===== src/rtl/ida_pkg.sv =====
// Constants, register map and types shared by the I2C data and address block.
package ida_pkg;
	localparam int WB_AW = 8;
	localparam int WB_DW = 32;
	localparam int WB_SW = 4;
	localparam int IDX_W = WB_AW - 2;

	// Word indices; the byte address on the bus is four times the index.
	localparam logic [IDX_W-1:0] IDX_CTRL = 6'h18;
	localparam logic [IDX_W-1:0] IDX_SR1 = 6'h19;
	localparam logic [IDX_W-1:0] IDX_SR2 = 6'h1A;
	localparam logic [IDX_W-1:0] IDX_CCR = 6'h1B;
	localparam logic [IDX_W-1:0] IDX_OWN_SLAVE_ID_LOW = 6'h1C;
	localparam logic [IDX_W-1:0] IDX_OWN_SLAVE_ID_HIGH_AND_BAND = 6'h1D;
	localparam logic [IDX_W-1:0] IDX_DR = 6'h1E;
	localparam logic [IDX_W-1:0] IDX_IRQ_ST = 6'h20;
	localparam logic [IDX_W-1:0] IDX_IRQ_MASK = 6'h21;

	localparam logic [7:0] BYTE_ZERO = 8'h00;
	localparam logic [7:0] OWN_SLAVE_ID_HIGH_AND_BAND_RST = 8'h40;
	localparam logic [7:0] OWN_SLAVE_ID_HIGH_AND_BAND_RMASK = 8'hC6;
	localparam logic [7:0] BAND_MASK = 8'hC0;
	localparam logic [7:0] ADDR_HI_MASK = 8'h06;
	localparam logic [7:0] CTRL_WMASK = 8'hBF;
	localparam logic [23:0] PAD_ZERO = 24'h000000;

	localparam int CTRL_TEN = 7;
	localparam int CTRL_PE = 5;
	localparam int CTRL_ACK = 2;
	localparam int SR1_EVF = 7;
	localparam int SR1_TRA = 5;
	localparam int SR1_BUSY = 4;
	localparam int SR1_BTF = 3;
	localparam int SR1_ADSL = 2;
	localparam int SR2_AF = 4;
	localparam int SR2_STOPF = 3;
	localparam int BYTE_MSB = 7;

	localparam int IRQ_W = 5;
	localparam int IRQ_ADDR = 0;
	localparam int IRQ_RX = 1;
	localparam int IRQ_TX = 2;
	localparam int IRQ_AF = 3;
	localparam int IRQ_STOP = 4;

	localparam logic [3:0] BITS_PER_BYTE = 4'h8;
	localparam logic [3:0] TX_LAST_BIT = 4'h7;
	localparam logic [4:0] TEN_HDR = 5'h1E;
	localparam logic [6:0] RSVD_ADDR7 = 7'h01;

	localparam logic [1:0] BAND_LOW = 2'h0;
	localparam logic [1:0] BAND_MID = 2'h1;
	localparam int CLK_MHZ = 100;
	localparam int HOLD_LOW_NS = 10;
	localparam int HOLD_MID_NS = 20;
	localparam int HOLD_HIGH_NS = 40;
	localparam logic [2:0] HOLD_LOW_CYC =
		3'((HOLD_LOW_NS * CLK_MHZ + 999) / 1000);
	localparam logic [2:0] HOLD_MID_CYC =
		3'((HOLD_MID_NS * CLK_MHZ + 999) / 1000);
	localparam logic [2:0] HOLD_HIGH_CYC =
		3'((HOLD_HIGH_NS * CLK_MHZ + 999) / 1000);
	localparam logic [2:0] HOLD_ZERO = 3'h0;
	localparam logic [2:0] HOLD_ONE = 3'h1;

	typedef enum logic [3:0] {
		ST_IDLE, ST_ADDR, ST_HACK, ST_ADDR2, ST_AACK, ST_RX, ST_RHOLD,
		ST_RACK, ST_TWAIT, ST_TX, ST_TACK
	} ida_state_t;

	function automatic logic [2:0] band_hold(input logic [1:0] band);
		case (band)
			BAND_LOW: band_hold = HOLD_LOW_CYC;
			BAND_MID: band_hold = HOLD_MID_CYC;
			default: band_hold = HOLD_HIGH_CYC;
		endcase
	endfunction
endpackage

===== src/rtl/ida_core.sv =====
// Register file, Wishbone slave and byte engine of the I2C slave interface.
// Functional notes
// - Eight-bit data byte register holds bus byte.
// - Writing data byte starts transmission automatically.
// - Received address LSB selects direction; capture byte.
// - Next received byte waits for data read.
// - Seven-bit address from own id bits 7:1.
// - Direction bit zero ignored when matching.
// - Received seven-bit address 01h never matches.
// - Ten-bit mode uses all eight low bits.
// - Ten-bit bits 9:8 from high register 2:1.
// - Speed band selects bus hold delays.
//
// Added by the designer: register access over Wishbone.
module ida_core (
	input wire logic i_mclk,
	input wire logic i_rst_b,
	input wire logic i_wb_cyc,
	input wire logic i_wb_stb,
	input wire logic i_wb_we,
	input wire logic [ida_pkg::WB_AW-1:0] i_wb_adr,
	input wire logic [ida_pkg::WB_SW-1:0] i_wb_sel,
	input wire logic [ida_pkg::WB_DW-1:0] i_wb_dat,
	output logic [ida_pkg::WB_DW-1:0] o_wb_dat,
	output logic o_wb_ack,
	input wire logic i_scl,
	output logic o_scl,
	output logic o_scl_oe,
	input wire logic i_sda,
	output logic o_sda,
	output logic o_sda_oe,
	output logic o_irq
);
	import ida_pkg::*;

	logic ack_q;
	logic [WB_DW-1:0] rdat_q;
	logic [7:0] ctrl_q, ccr_q, own_slave_id_low_q, own_slave_id_high_and_band_q, dr_q, sr2_q;
	logic [7:0] sr1, sr2_set, rd_byte;
	logic [IRQ_W-1:0] irq_st_q, irq_mask_q, ev;
	ida_state_t state_q, state_d;
	logic [7:0] shift_q, shift_d;
	logic [3:0] bit_q, bit_d;
	logic dir_tx_q, dir_d, ten_hit_q, ten_d;
	logic rx_full_q, tx_full_q, rx_load, tx_take, want_tx;
	logic sda_tgt_q, tgt_d, sda_oe_q, scl_oe_q;
	logic [2:0] hold_q;
	logic scl_rise, scl_fall, sda_lvl, start_det, stop_det;

	ida_pin_sync u_sync (
		.i_mclk(i_mclk),
		.i_rst_b(i_rst_b),
		.i_scl(i_scl),
		.i_sda(i_sda),
		.o_scl_rise(scl_rise),
		.o_scl_fall(scl_fall),
		.o_sda_lvl(sda_lvl),
		.o_start(start_det),
		.o_stop(stop_det)
	);

	wire logic [IDX_W-1:0] idx = i_wb_adr[WB_AW-1:2];
	wire logic req = i_wb_cyc & i_wb_stb;
	wire logic wr_fire = req & i_wb_we & ack_q & i_wb_sel[0];
	wire logic rd_fire = req & ~i_wb_we & ack_q;
	wire logic [7:0] wb_byte = i_wb_dat[7:0];
	wire logic wr_ctrl = wr_fire & (idx == IDX_CTRL);
	wire logic wr_ccr = wr_fire & (idx == IDX_CCR);
	wire logic wr_own_slave_id_low = wr_fire & (idx == IDX_OWN_SLAVE_ID_LOW);
	wire logic wr_own_slave_id_high_and_band = wr_fire & (idx == IDX_OWN_SLAVE_ID_HIGH_AND_BAND);
	wire logic wr_dr = wr_fire & (idx == IDX_DR);
	wire logic wr_ist = wr_fire & (idx == IDX_IRQ_ST);
	wire logic wr_imask = wr_fire & (idx == IDX_IRQ_MASK);
	wire logic rd_sr2 = rd_fire & (idx == IDX_SR2);
	wire logic rd_dr = rd_fire & (idx == IDX_DR);
	wire logic pe = ctrl_q[CTRL_PE];
	wire logic ack_en = ctrl_q[CTRL_ACK];
	wire logic ten_mode = ctrl_q[CTRL_TEN];
	wire logic [1:0] band = own_slave_id_high_and_band_q[7:6];
	wire logic fall8 = scl_fall & (bit_q == BITS_PER_BYTE);
	wire logic busy = state_q != ST_IDLE;
	wire logic addressed = busy & (state_q != ST_ADDR) &
		(state_q != ST_HACK) & (state_q != ST_ADDR2);
	// A direction bit of either value matches; 01h is a reserved address.
	wire logic hit7 = ~ten_mode & ack_en &
		(shift_q[7:1] == own_slave_id_low_q[7:1]) &
		(shift_q[7:1] != RSVD_ADDR7);
	wire logic hit10 = ten_mode & ack_en & (shift_q[7:3] == TEN_HDR) &
		(shift_q[2:1] == own_slave_id_high_and_band_q[2:1]);

	assign rd_byte = (idx == IDX_CTRL) ? ctrl_q :
		(idx == IDX_SR1) ? sr1 :
		(idx == IDX_SR2) ? sr2_q :
		(idx == IDX_CCR) ? ccr_q :
		(idx == IDX_OWN_SLAVE_ID_LOW) ? own_slave_id_low_q :
		(idx == IDX_OWN_SLAVE_ID_HIGH_AND_BAND) ? (own_slave_id_high_and_band_q & OWN_SLAVE_ID_HIGH_AND_BAND_RMASK) :
		(idx == IDX_DR) ? dr_q :
		(idx == IDX_IRQ_ST) ? {3'h0, irq_st_q} :
		(idx == IDX_IRQ_MASK) ? {3'h0, irq_mask_q} : BYTE_ZERO;

	always_comb begin
		sr1 = BYTE_ZERO;
		sr1[SR1_EVF] = |irq_st_q;
		sr1[SR1_TRA] = dir_tx_q & addressed;
		sr1[SR1_BUSY] = busy;
		sr1[SR1_BTF] = (state_q == ST_TWAIT) | (state_q == ST_RHOLD);
		sr1[SR1_ADSL] = addressed;
		sr2_set = BYTE_ZERO;
		sr2_set[SR2_AF] = ev[IRQ_AF];
		sr2_set[SR2_STOPF] = ev[IRQ_STOP];
	end

	always_comb begin
		state_d = state_q;
		shift_d = shift_q;
		bit_d = bit_q;
		dir_d = dir_tx_q;
		ten_d = ten_hit_q;
		tgt_d = sda_tgt_q;
		rx_load = 1'h0;
		tx_take = 1'h0;
		want_tx = 1'h0;
		ev = '0;
		if (!pe) begin
			state_d = ST_IDLE;
			tgt_d = 1'h0;
			ten_d = 1'h0;
		end else if (stop_det) begin
			ev[IRQ_STOP] = addressed;
			state_d = ST_IDLE;
			tgt_d = 1'h0;
			ten_d = 1'h0;
		end else if (start_det) begin
			state_d = ST_ADDR;
			bit_d = 4'h0;
			tgt_d = 1'h0;
		end else begin
			case (state_q)
			ST_ADDR, ST_ADDR2, ST_RX: begin
				if (scl_rise) begin
					shift_d = {shift_q[BYTE_MSB-1:0], sda_lvl};
					bit_d = bit_q + 4'h1;
				end else if (fall8) begin
					bit_d = 4'h0;
					state_d = ST_IDLE;
					if (state_q == ST_RX) begin
						// The byte is held back until software has read the last.
						if (rx_full_q) begin
							state_d = ST_RHOLD;
						end else begin
							rx_load = 1'h1;
							tgt_d = ack_en;
							state_d = ST_RACK;
							ev[IRQ_RX] = 1'h1;
						end
					end else if (state_q == ST_ADDR2) begin
						if (shift_q == own_slave_id_low_q) begin
							tgt_d = 1'h1;
							dir_d = 1'h0;
							state_d = ST_AACK;
							ev[IRQ_ADDR] = 1'h1;
						end else begin
							ten_d = 1'h0;
						end
					end else if (hit7) begin
						tgt_d = 1'h1;
						dir_d = shift_q[0];
						state_d = ST_AACK;
						ev[IRQ_ADDR] = 1'h1;
					end else if (hit10 & ~shift_q[0]) begin
						tgt_d = 1'h1;
						ten_d = 1'h1;
						state_d = ST_HACK;
					end else if (hit10 & ten_hit_q) begin
						tgt_d = 1'h1;
						dir_d = 1'h1;
						state_d = ST_AACK;
						ev[IRQ_ADDR] = 1'h1;
					end
				end
			end
			ST_HACK: begin
				if (scl_fall) begin
					tgt_d = 1'h0;
					bit_d = 4'h0;
					state_d = ST_ADDR2;
				end
			end
			ST_AACK: begin
				if (scl_fall) begin
					tgt_d = 1'h0;
					bit_d = 4'h0;
					want_tx = dir_tx_q;
					state_d = ST_RX;
				end
			end
			ST_RHOLD: begin
				if (!rx_full_q) begin
					rx_load = 1'h1;
					tgt_d = ack_en;
					state_d = ST_RACK;
					ev[IRQ_RX] = 1'h1;
				end
			end
			ST_RACK: begin
				if (scl_fall) begin
					tgt_d = 1'h0;
					bit_d = 4'h0;
					state_d = ST_RX;
				end
			end
			ST_TWAIT: want_tx = tx_full_q;
			ST_TX: begin
				if (scl_fall) begin
					if (bit_q == TX_LAST_BIT) begin
						tgt_d = 1'h0;
						bit_d = 4'h0;
						state_d = ST_TACK;
					end else begin
						shift_d = {shift_q[BYTE_MSB-1:0], 1'h0};
						tgt_d = ~shift_q[BYTE_MSB-1];
						bit_d = bit_q + 4'h1;
					end
				end
			end
			ST_TACK: begin
				if (scl_rise & sda_lvl) begin
					ev[IRQ_AF] = 1'h1;
					state_d = ST_IDLE;
				end else if (scl_fall) begin
					want_tx = 1'h1;
				end
			end
			ST_IDLE: state_d = ST_IDLE;
			default: state_d = ST_IDLE;
			endcase
			if (want_tx) begin
				if (tx_full_q) begin
					shift_d = dr_q;
					tgt_d = ~dr_q[BYTE_MSB];
					bit_d = 4'h0;
					tx_take = 1'h1;
					state_d = ST_TX;
				end else begin
					ev[IRQ_TX] = state_q != ST_TWAIT;
					state_d = ST_TWAIT;
				end
			end
		end
	end

	always_ff @(posedge i_mclk or negedge i_rst_b) begin
		if (!i_rst_b) begin
			ack_q <= 1'h0;
			rdat_q <= '0;
		end else begin
			ack_q <= req & ~ack_q;
			if (req & ~ack_q)
				rdat_q <= {PAD_ZERO, rd_byte};
		end
	end

	// Own address and clock settings survive the interface being switched off.
	always_ff @(posedge i_mclk or negedge i_rst_b) begin
		if (!i_rst_b) begin
			ctrl_q <= BYTE_ZERO;
			ccr_q <= BYTE_ZERO;
			own_slave_id_low_q <= BYTE_ZERO;
			own_slave_id_high_and_band_q <= OWN_SLAVE_ID_HIGH_AND_BAND_RST;
			irq_mask_q <= '0;
		end else begin
			if (wr_ctrl)
				ctrl_q <= wb_byte & CTRL_WMASK;
			if (wr_ccr)
				ccr_q <= wb_byte;
			if (wr_own_slave_id_low)
				own_slave_id_low_q <= wb_byte;
			// A band change while running would upset a live transfer.
			if (wr_own_slave_id_high_and_band)
				own_slave_id_high_and_band_q <= ((pe ? own_slave_id_high_and_band_q : wb_byte) & BAND_MASK) |
					(wb_byte & ADDR_HI_MASK);
			if (wr_imask)
				irq_mask_q <= wb_byte[IRQ_W-1:0];
		end
	end

	// Hardware sets win over software clears in the same cycle.
	always_ff @(posedge i_mclk or negedge i_rst_b) begin
		if (!i_rst_b) begin
			sr2_q <= BYTE_ZERO;
			irq_st_q <= '0;
			rx_full_q <= 1'h0;
			tx_full_q <= 1'h0;
			dr_q <= BYTE_ZERO;
		end else begin
			sr2_q <= pe ? ((rd_sr2 ? BYTE_ZERO : sr2_q) | sr2_set) : BYTE_ZERO;
			irq_st_q <= (irq_st_q & ~(wr_ist ? wb_byte[IRQ_W-1:0] : '0)) | ev;
			rx_full_q <= pe & (rx_load | (rx_full_q & ~rd_dr));
			tx_full_q <= wr_dr | (pe & tx_full_q & ~tx_take);
			if (rx_load)
				dr_q <= shift_q;
			else if (wr_dr)
				dr_q <= wb_byte;
		end
	end

	always_ff @(posedge i_mclk or negedge i_rst_b) begin
		if (!i_rst_b) begin
			state_q <= ST_IDLE;
			shift_q <= BYTE_ZERO;
			bit_q <= 4'h0;
			dir_tx_q <= 1'h0;
			ten_hit_q <= 1'h0;
			sda_tgt_q <= 1'h0;
			scl_oe_q <= 1'h0;
		end else begin
			state_q <= state_d;
			shift_q <= shift_d;
			bit_q <= bit_d;
			dir_tx_q <= dir_d;
			ten_hit_q <= ten_d;
			sda_tgt_q <= tgt_d;
			// Stretch SCL until SDA has settled, so no bit changes while high.
			scl_oe_q <= pe & ((state_d == ST_TWAIT) | (state_d == ST_RHOLD) |
				(tgt_d != sda_tgt_q) | (hold_q != HOLD_ZERO));
		end
	end

	// SDA follows its target only after the band's hold time past SCL fall.
	always_ff @(posedge i_mclk or negedge i_rst_b) begin
		if (!i_rst_b) begin
			hold_q <= HOLD_ZERO;
			sda_oe_q <= 1'h0;
		end else if (!pe) begin
			hold_q <= HOLD_ZERO;
			sda_oe_q <= 1'h0;
		end else if (tgt_d != sda_tgt_q) begin
			hold_q <= band_hold(band);
		end else if (hold_q != HOLD_ZERO) begin
			hold_q <= hold_q - HOLD_ONE;
			if (hold_q == HOLD_ONE)
				sda_oe_q <= sda_tgt_q;
		end
	end

	assign o_wb_ack = ack_q;
	assign o_wb_dat = rdat_q;
	assign o_scl = 1'h0;
	assign o_sda = 1'h0;
	assign o_scl_oe = scl_oe_q;
	assign o_sda_oe = sda_oe_q;
	assign o_irq = |(irq_st_q & irq_mask_q);

	wire logic quiet = pe & ~start_det & ~stop_det;
	wire logic addr_done = quiet & (state_q == ST_ADDR) & fall8;
endmodule


===== src/rtl/ida_pin_sync.sv =====
// Bus pin synchronisers with edge, start and stop detection.
module ida_pin_sync (
	input wire logic i_mclk,
	input wire logic i_rst_b,
	input wire logic i_scl,
	input wire logic i_sda,
	output logic o_scl_rise,
	output logic o_scl_fall,
	output logic o_sda_lvl,
	output logic o_start,
	output logic o_stop
);
	logic scl_m_q, scl_s_q, scl_d_q;
	logic sda_m_q, sda_s_q, sda_d_q;

	// Reset to the idle bus level so no false start is seen on release.
	always_ff @(posedge i_mclk or negedge i_rst_b) begin
		if (!i_rst_b) begin
			scl_m_q <= 1'h1;
			scl_s_q <= 1'h1;
			scl_d_q <= 1'h1;
			sda_m_q <= 1'h1;
			sda_s_q <= 1'h1;
			sda_d_q <= 1'h1;
		end else begin
			scl_m_q <= i_scl;
			scl_s_q <= scl_m_q;
			scl_d_q <= scl_s_q;
			sda_m_q <= i_sda;
			sda_s_q <= sda_m_q;
			sda_d_q <= sda_s_q;
		end
	end

	assign o_scl_rise = scl_s_q & ~scl_d_q;
	assign o_scl_fall = ~scl_s_q & scl_d_q;
	assign o_sda_lvl = sda_s_q;
	assign o_start = scl_s_q & scl_d_q & sda_d_q & ~sda_s_q;
	assign o_stop = scl_s_q & scl_d_q & ~sda_d_q & sda_s_q;
endmodule


===== config.mk =====
export PLATFORM = sky130hd
export DESIGN_NAME = ida_core
export DESIGN_NICKNAME = d
export VERILOG_FILES = /design/src/rtl/ida_pkg.sv /design/src/rtl/ida_core.sv /design/src/rtl/ida_pin_sync.sv
export SDC_FILE = /design/constraint.sdc
export NUM_CORES = 1
export LEC_CHECK = 0
export ABC_AREA = 1
export ABC_CLOCK_PERIOD_IN_PS = 3800
export BUFFER_PORTS_ARGS = -buffer_cell sky130_fd_sc_hd__buf_4
export CORE_MARGIN = 2
export CORE_UTILIZATION = 60
export CTS_CLUSTER_DIAMETER = 50
export DETAILED_ROUTE_END_ITERATION = 7
export GPL_ROUTABILITY_DRIVEN = 0
export GPL_TIMING_DRIVEN = 0
export PLACE_DENSITY_LB_ADDON = 0.05
export REMOVE_ABC_BUFFERS = 1
export SLEW_MARGIN = 20
export SYNTH_ARGS = -nofsm -noshare
export SYNTH_HDL_FRONTEND = slang
export SYNTH_SLANG_ARGS = --single-unit

===== constraint.sdc =====
create_clock -name i_mclk -period 3.8 [get_ports i_mclk]
set_input_delay 0.76 -clock i_mclk [delete_from_list [all_inputs] [get_ports i_mclk]]
set_output_delay 0.76 -clock i_mclk [all_outputs]
set_load 0.02 [all_outputs]

==> flow_summary.yaml <==
critical_path:
  cpPeakStageDelay_ps: 690
  path_common_cell: "inv_1"
  r2r-start: "ctrl_q[5]$_DFFE_PN0P_"
  endpoint_kind: "flip-flop"
  r2r-end: "dr_q[7]$_DFFE_PN0P_"
  cp_top_family: "simple AND/OR/NAND/NOR gates"
  critPathKind: "reg2reg"
  required_ps: 4020
  crit_chain: "inv_1 > nor2_1 > inv_1 > nor2_1 > inv_1 > a21oi_1 > inv_1 > nand2_1 > o221ai_1"
  r2r_cells: 9
  cp-endpoint: "dr_q[7]$_DFFE_PN0P_"
  crit_buf_inv: 4
  worst_setup_path_start_kind: "flip-flop"
  cp.depth: 9
  crit_slowest_cell: "nor2_1"
  crit_path_start: "ctrl_q[5]$_DFFE_PN0P_"
  path_max_fanout: 22
  r2r_slack_ps: 310
  arrival_ps: 3700
sta:
  rsz0062_at_grt: "false"
  layout_setup_ws_ps: 312
  worst_pin_slew_ps: 942
  finalHoldViolCount: 0
  whs_ps: 363
  final.period_utilization_pct: 91.8
  fmax_mhz: 287
  maxSlewViolCount: 0
  setup_tns_ps: 0
  max_slew_margin_pct: 37.0
  fin_worst_skew_ps: 15.1
  finalSetupViolCount: 0
  layout_min_cycle_time_ps: 3490
grt:
  gr-usage-all-layers_pct: 30.3
  antenna_found_initial: 0
  grt_pass1_vias: 4601
  grt_max_degree: 89
  grt-ovfl-total: 0
  grt_pass1_wl_mm: 23.0
clock_network:
  post_cts_buffers: 0
  numClockSinks: 88
  cts_htree_levels: 3
  cts_tree: "yes"
  cts_buffers: 9
  path_clk_slew_ps: 110
  clockBufferDepth: 2
  cts-resized-gates: 0
  cts_root_buffer: "clkbuf_8"
  clock_latency_ps: 370
  hold_buffers: 0
floorplanning:
  fp-row-count: 34
  die_h_microns: 97.2
  dieWidth_microns: 97.2
  start_util_pct: 60.7
  die-area_sq_mm: 0.00946
  core_sq_mm: 0.00859
  num_io_pins: 89
power_and_ir_drop:
  switchingPower_mw: 0.511
  irDropWorstVdd_mv: 0.193
  clkPwrFrac_pct: 36.3
  p_leak_nw: 2.73
  power.density_mw_per_mm2: 312
  p_total_mw: 1.77
  power_frac_seq_pct: 54.9
  power_frac_comb_pct: 8.8
  switching_share_pct: 28.9
  p_int_mw: 1.26
cells_and_area:
  final_area_sq_mm: 0.00566
  antennaDiodeCount: 0
  final_common_cell: "nand2_1"
  multi_input_area_sq_mm: 0.00244
  fin_cells: 842
  syn_to_final_growth_pct: 8.42
  nets: 785
  drive_above_1_share_pct: 12.4
  register_area_sq_mm: 0.00221
  nFillCells: 768
  final_cell_mix: "149 x nand2_1, 102 x inv_1, 81 x dfrtp_1, 76 x o21ai_0, 57 x nor2_1"
  fin_util_pct: 65.8
routing:
  drc: 0
  ant_nets: 0
  wl_per_cell_microns: 16.6
  drt_iter0_markers: 405
  vias: 4848
  first_pass_iters: 5
  routed_wl_mm: 14.0
  via_per_inst: 5.76
yosys:
  netlist_instances: 694
  yosys_warnings: 0
  synthFlopType: "dfrtp_1"
  syn_avg_cell_area_sq_um: 7.52
  yosys_register_bits: 88
  syn_area_sq_mm: 0.00522
  ys_types: 52
  synth_edf_count: 0
  synthArstFlopShare_pct: 100
  ys_seq_area_share_pct: 42.4
run:
  drv_cap: 0
hold_path:
  worstHoldStart: "u_sync.scl_m_q$_DFF_PN1_"
  holdPathStages: 0
  hp-class: "reg2reg"
place:
  placed_cells: 826
  portBuffers: 33
  postPlaceCellArea_sq_mm: 0.00546
  post-dp-hpwl_mm: 10.4
  place_ws_ps: 450
status:
  run_status: "finished clean"
## layer usage
layer  vias to the layer above  track usage [%]  share of wire, %  wire length, microns
li1                       2297                -                 -                     -
met4                         0             13.2               3.6                   504
met1                      2253             42.2                44                  6110
met5                         -                0                 0                     0
met3                        45             5.83               8.4                  1170
met2                       253             46.6                44                  6190
## cell usage after synthesis (2+ instances only)
cell type	n	area [sq um]
o21ai_0	76	380
ha_1	5	62.6
inv_2	10	37.5
nand3_1	51	255
a211oi_1	2	15.0
nand2_2	6	37.5
o2111ai_1	2	17.5
dfrtp_1	81	2030
o21ai_2	2	17.5
o31ai_1	3	22.5
a21boi_0	3	22.5
a31oi_1	3	18.8
a221oi_1	4	35.0
o21ai_1	3	15.0
nand2_1	149	559
o211ai_1	5	37.5
o221ai_1	8	70.1
clkbuf_1	5	18.8
dfstp_2	7	184
nor3_1	7	35.0
nand4_1	8	50.1
nand3b_1	2	15.0
nor2_2	6	37.5
nor2_1	57	214
buf_2	3	15.0
buf_4	26	195
inv_1	102	383
a21oi_1	17	85.1
o32ai_1	2	17.5
nand2_4	2	22.5
xnor2_1	6	52.6
o22ai_1	11	68.8
## power groups by stage
stage | Combinational, mW | Clock [mW] | Sequential [mW]
after detailed placement | 0.154 | 0 | 0.989
after floorplan | 0.0695 | 0 | 0.998
after global routing | 0.170 | 0.677 | 0.973
final | 0.155 | 0.641 | 0.971
after global placement | 0.151 | 0 | 0.988
after CTS | 0.154 | 0.646 | 0.971
## flip-flops by register name, summed over array words and instances, names as in the netlist, 3 cells and up
name and flops:
shift_q 8, ccr_q 8, ctrl_q 7, own_slave_id_low_q 8, state_q 4, irq_st_q 5
hold_q 3, bit_q 4, o_wb_dat 8, irq_mask_q 5, dr_q 8, own_slave_id_high_and_band_q 4
## worst register-to-register path, delay by kind of cell (launching register included)
| kind | cells | cell delay (ps) |
|---|---|---|
| flops | 1 | 640 |
| simple gates | 3 | 1190 |
| buf+inv | 4 | 1160 |
| compound gates | 2 | 350 |
## logic make-up (layout without fill, tap and decap cells)
logic type	after synthesis	after routing	share of synthesized area, %
other cells	1	26	0.0719
xor+xnor	7	7	1.18
mux	2	2	0.408
flops	88	88	42.4
fa+ha+maj	5	5	1.20
simple gates	297	297	25.0
compound gates	147	147	17.2
buf+inv	147	162	12.6
## worst min-delay path by stage
stage / slack, ps / to
floorplan: 350 / u_sync.o_sda_lvl$_DFF_PN1_
CTS: 360 / u_sync.scl_s_q$_DFF_PN1_
global placement: 350 / u_sync.scl_s_q$_DFF_PN1_
detailed placement: 350 / u_sync.scl_s_q$_DFF_PN1_
global route: 360 / u_sync.scl_s_q$_DFF_PN1_
finish: 360 / u_sync.scl_s_q$_DFF_PN1_
## area by class of cell
cell class | instances | share of cell area (%)
Tap cell | 108 | 2.39
Timing Repair Buffer | 33 | 4.45
Sequential cell | 88 | 39.1
Clock inverter | 7 | 1.13
Multi-Input combinational cell | 484 | 43.2
Inverter | 113 | 7.54
Clock buffer | 9 | 2.19
(Power assumes the default switching activity.)
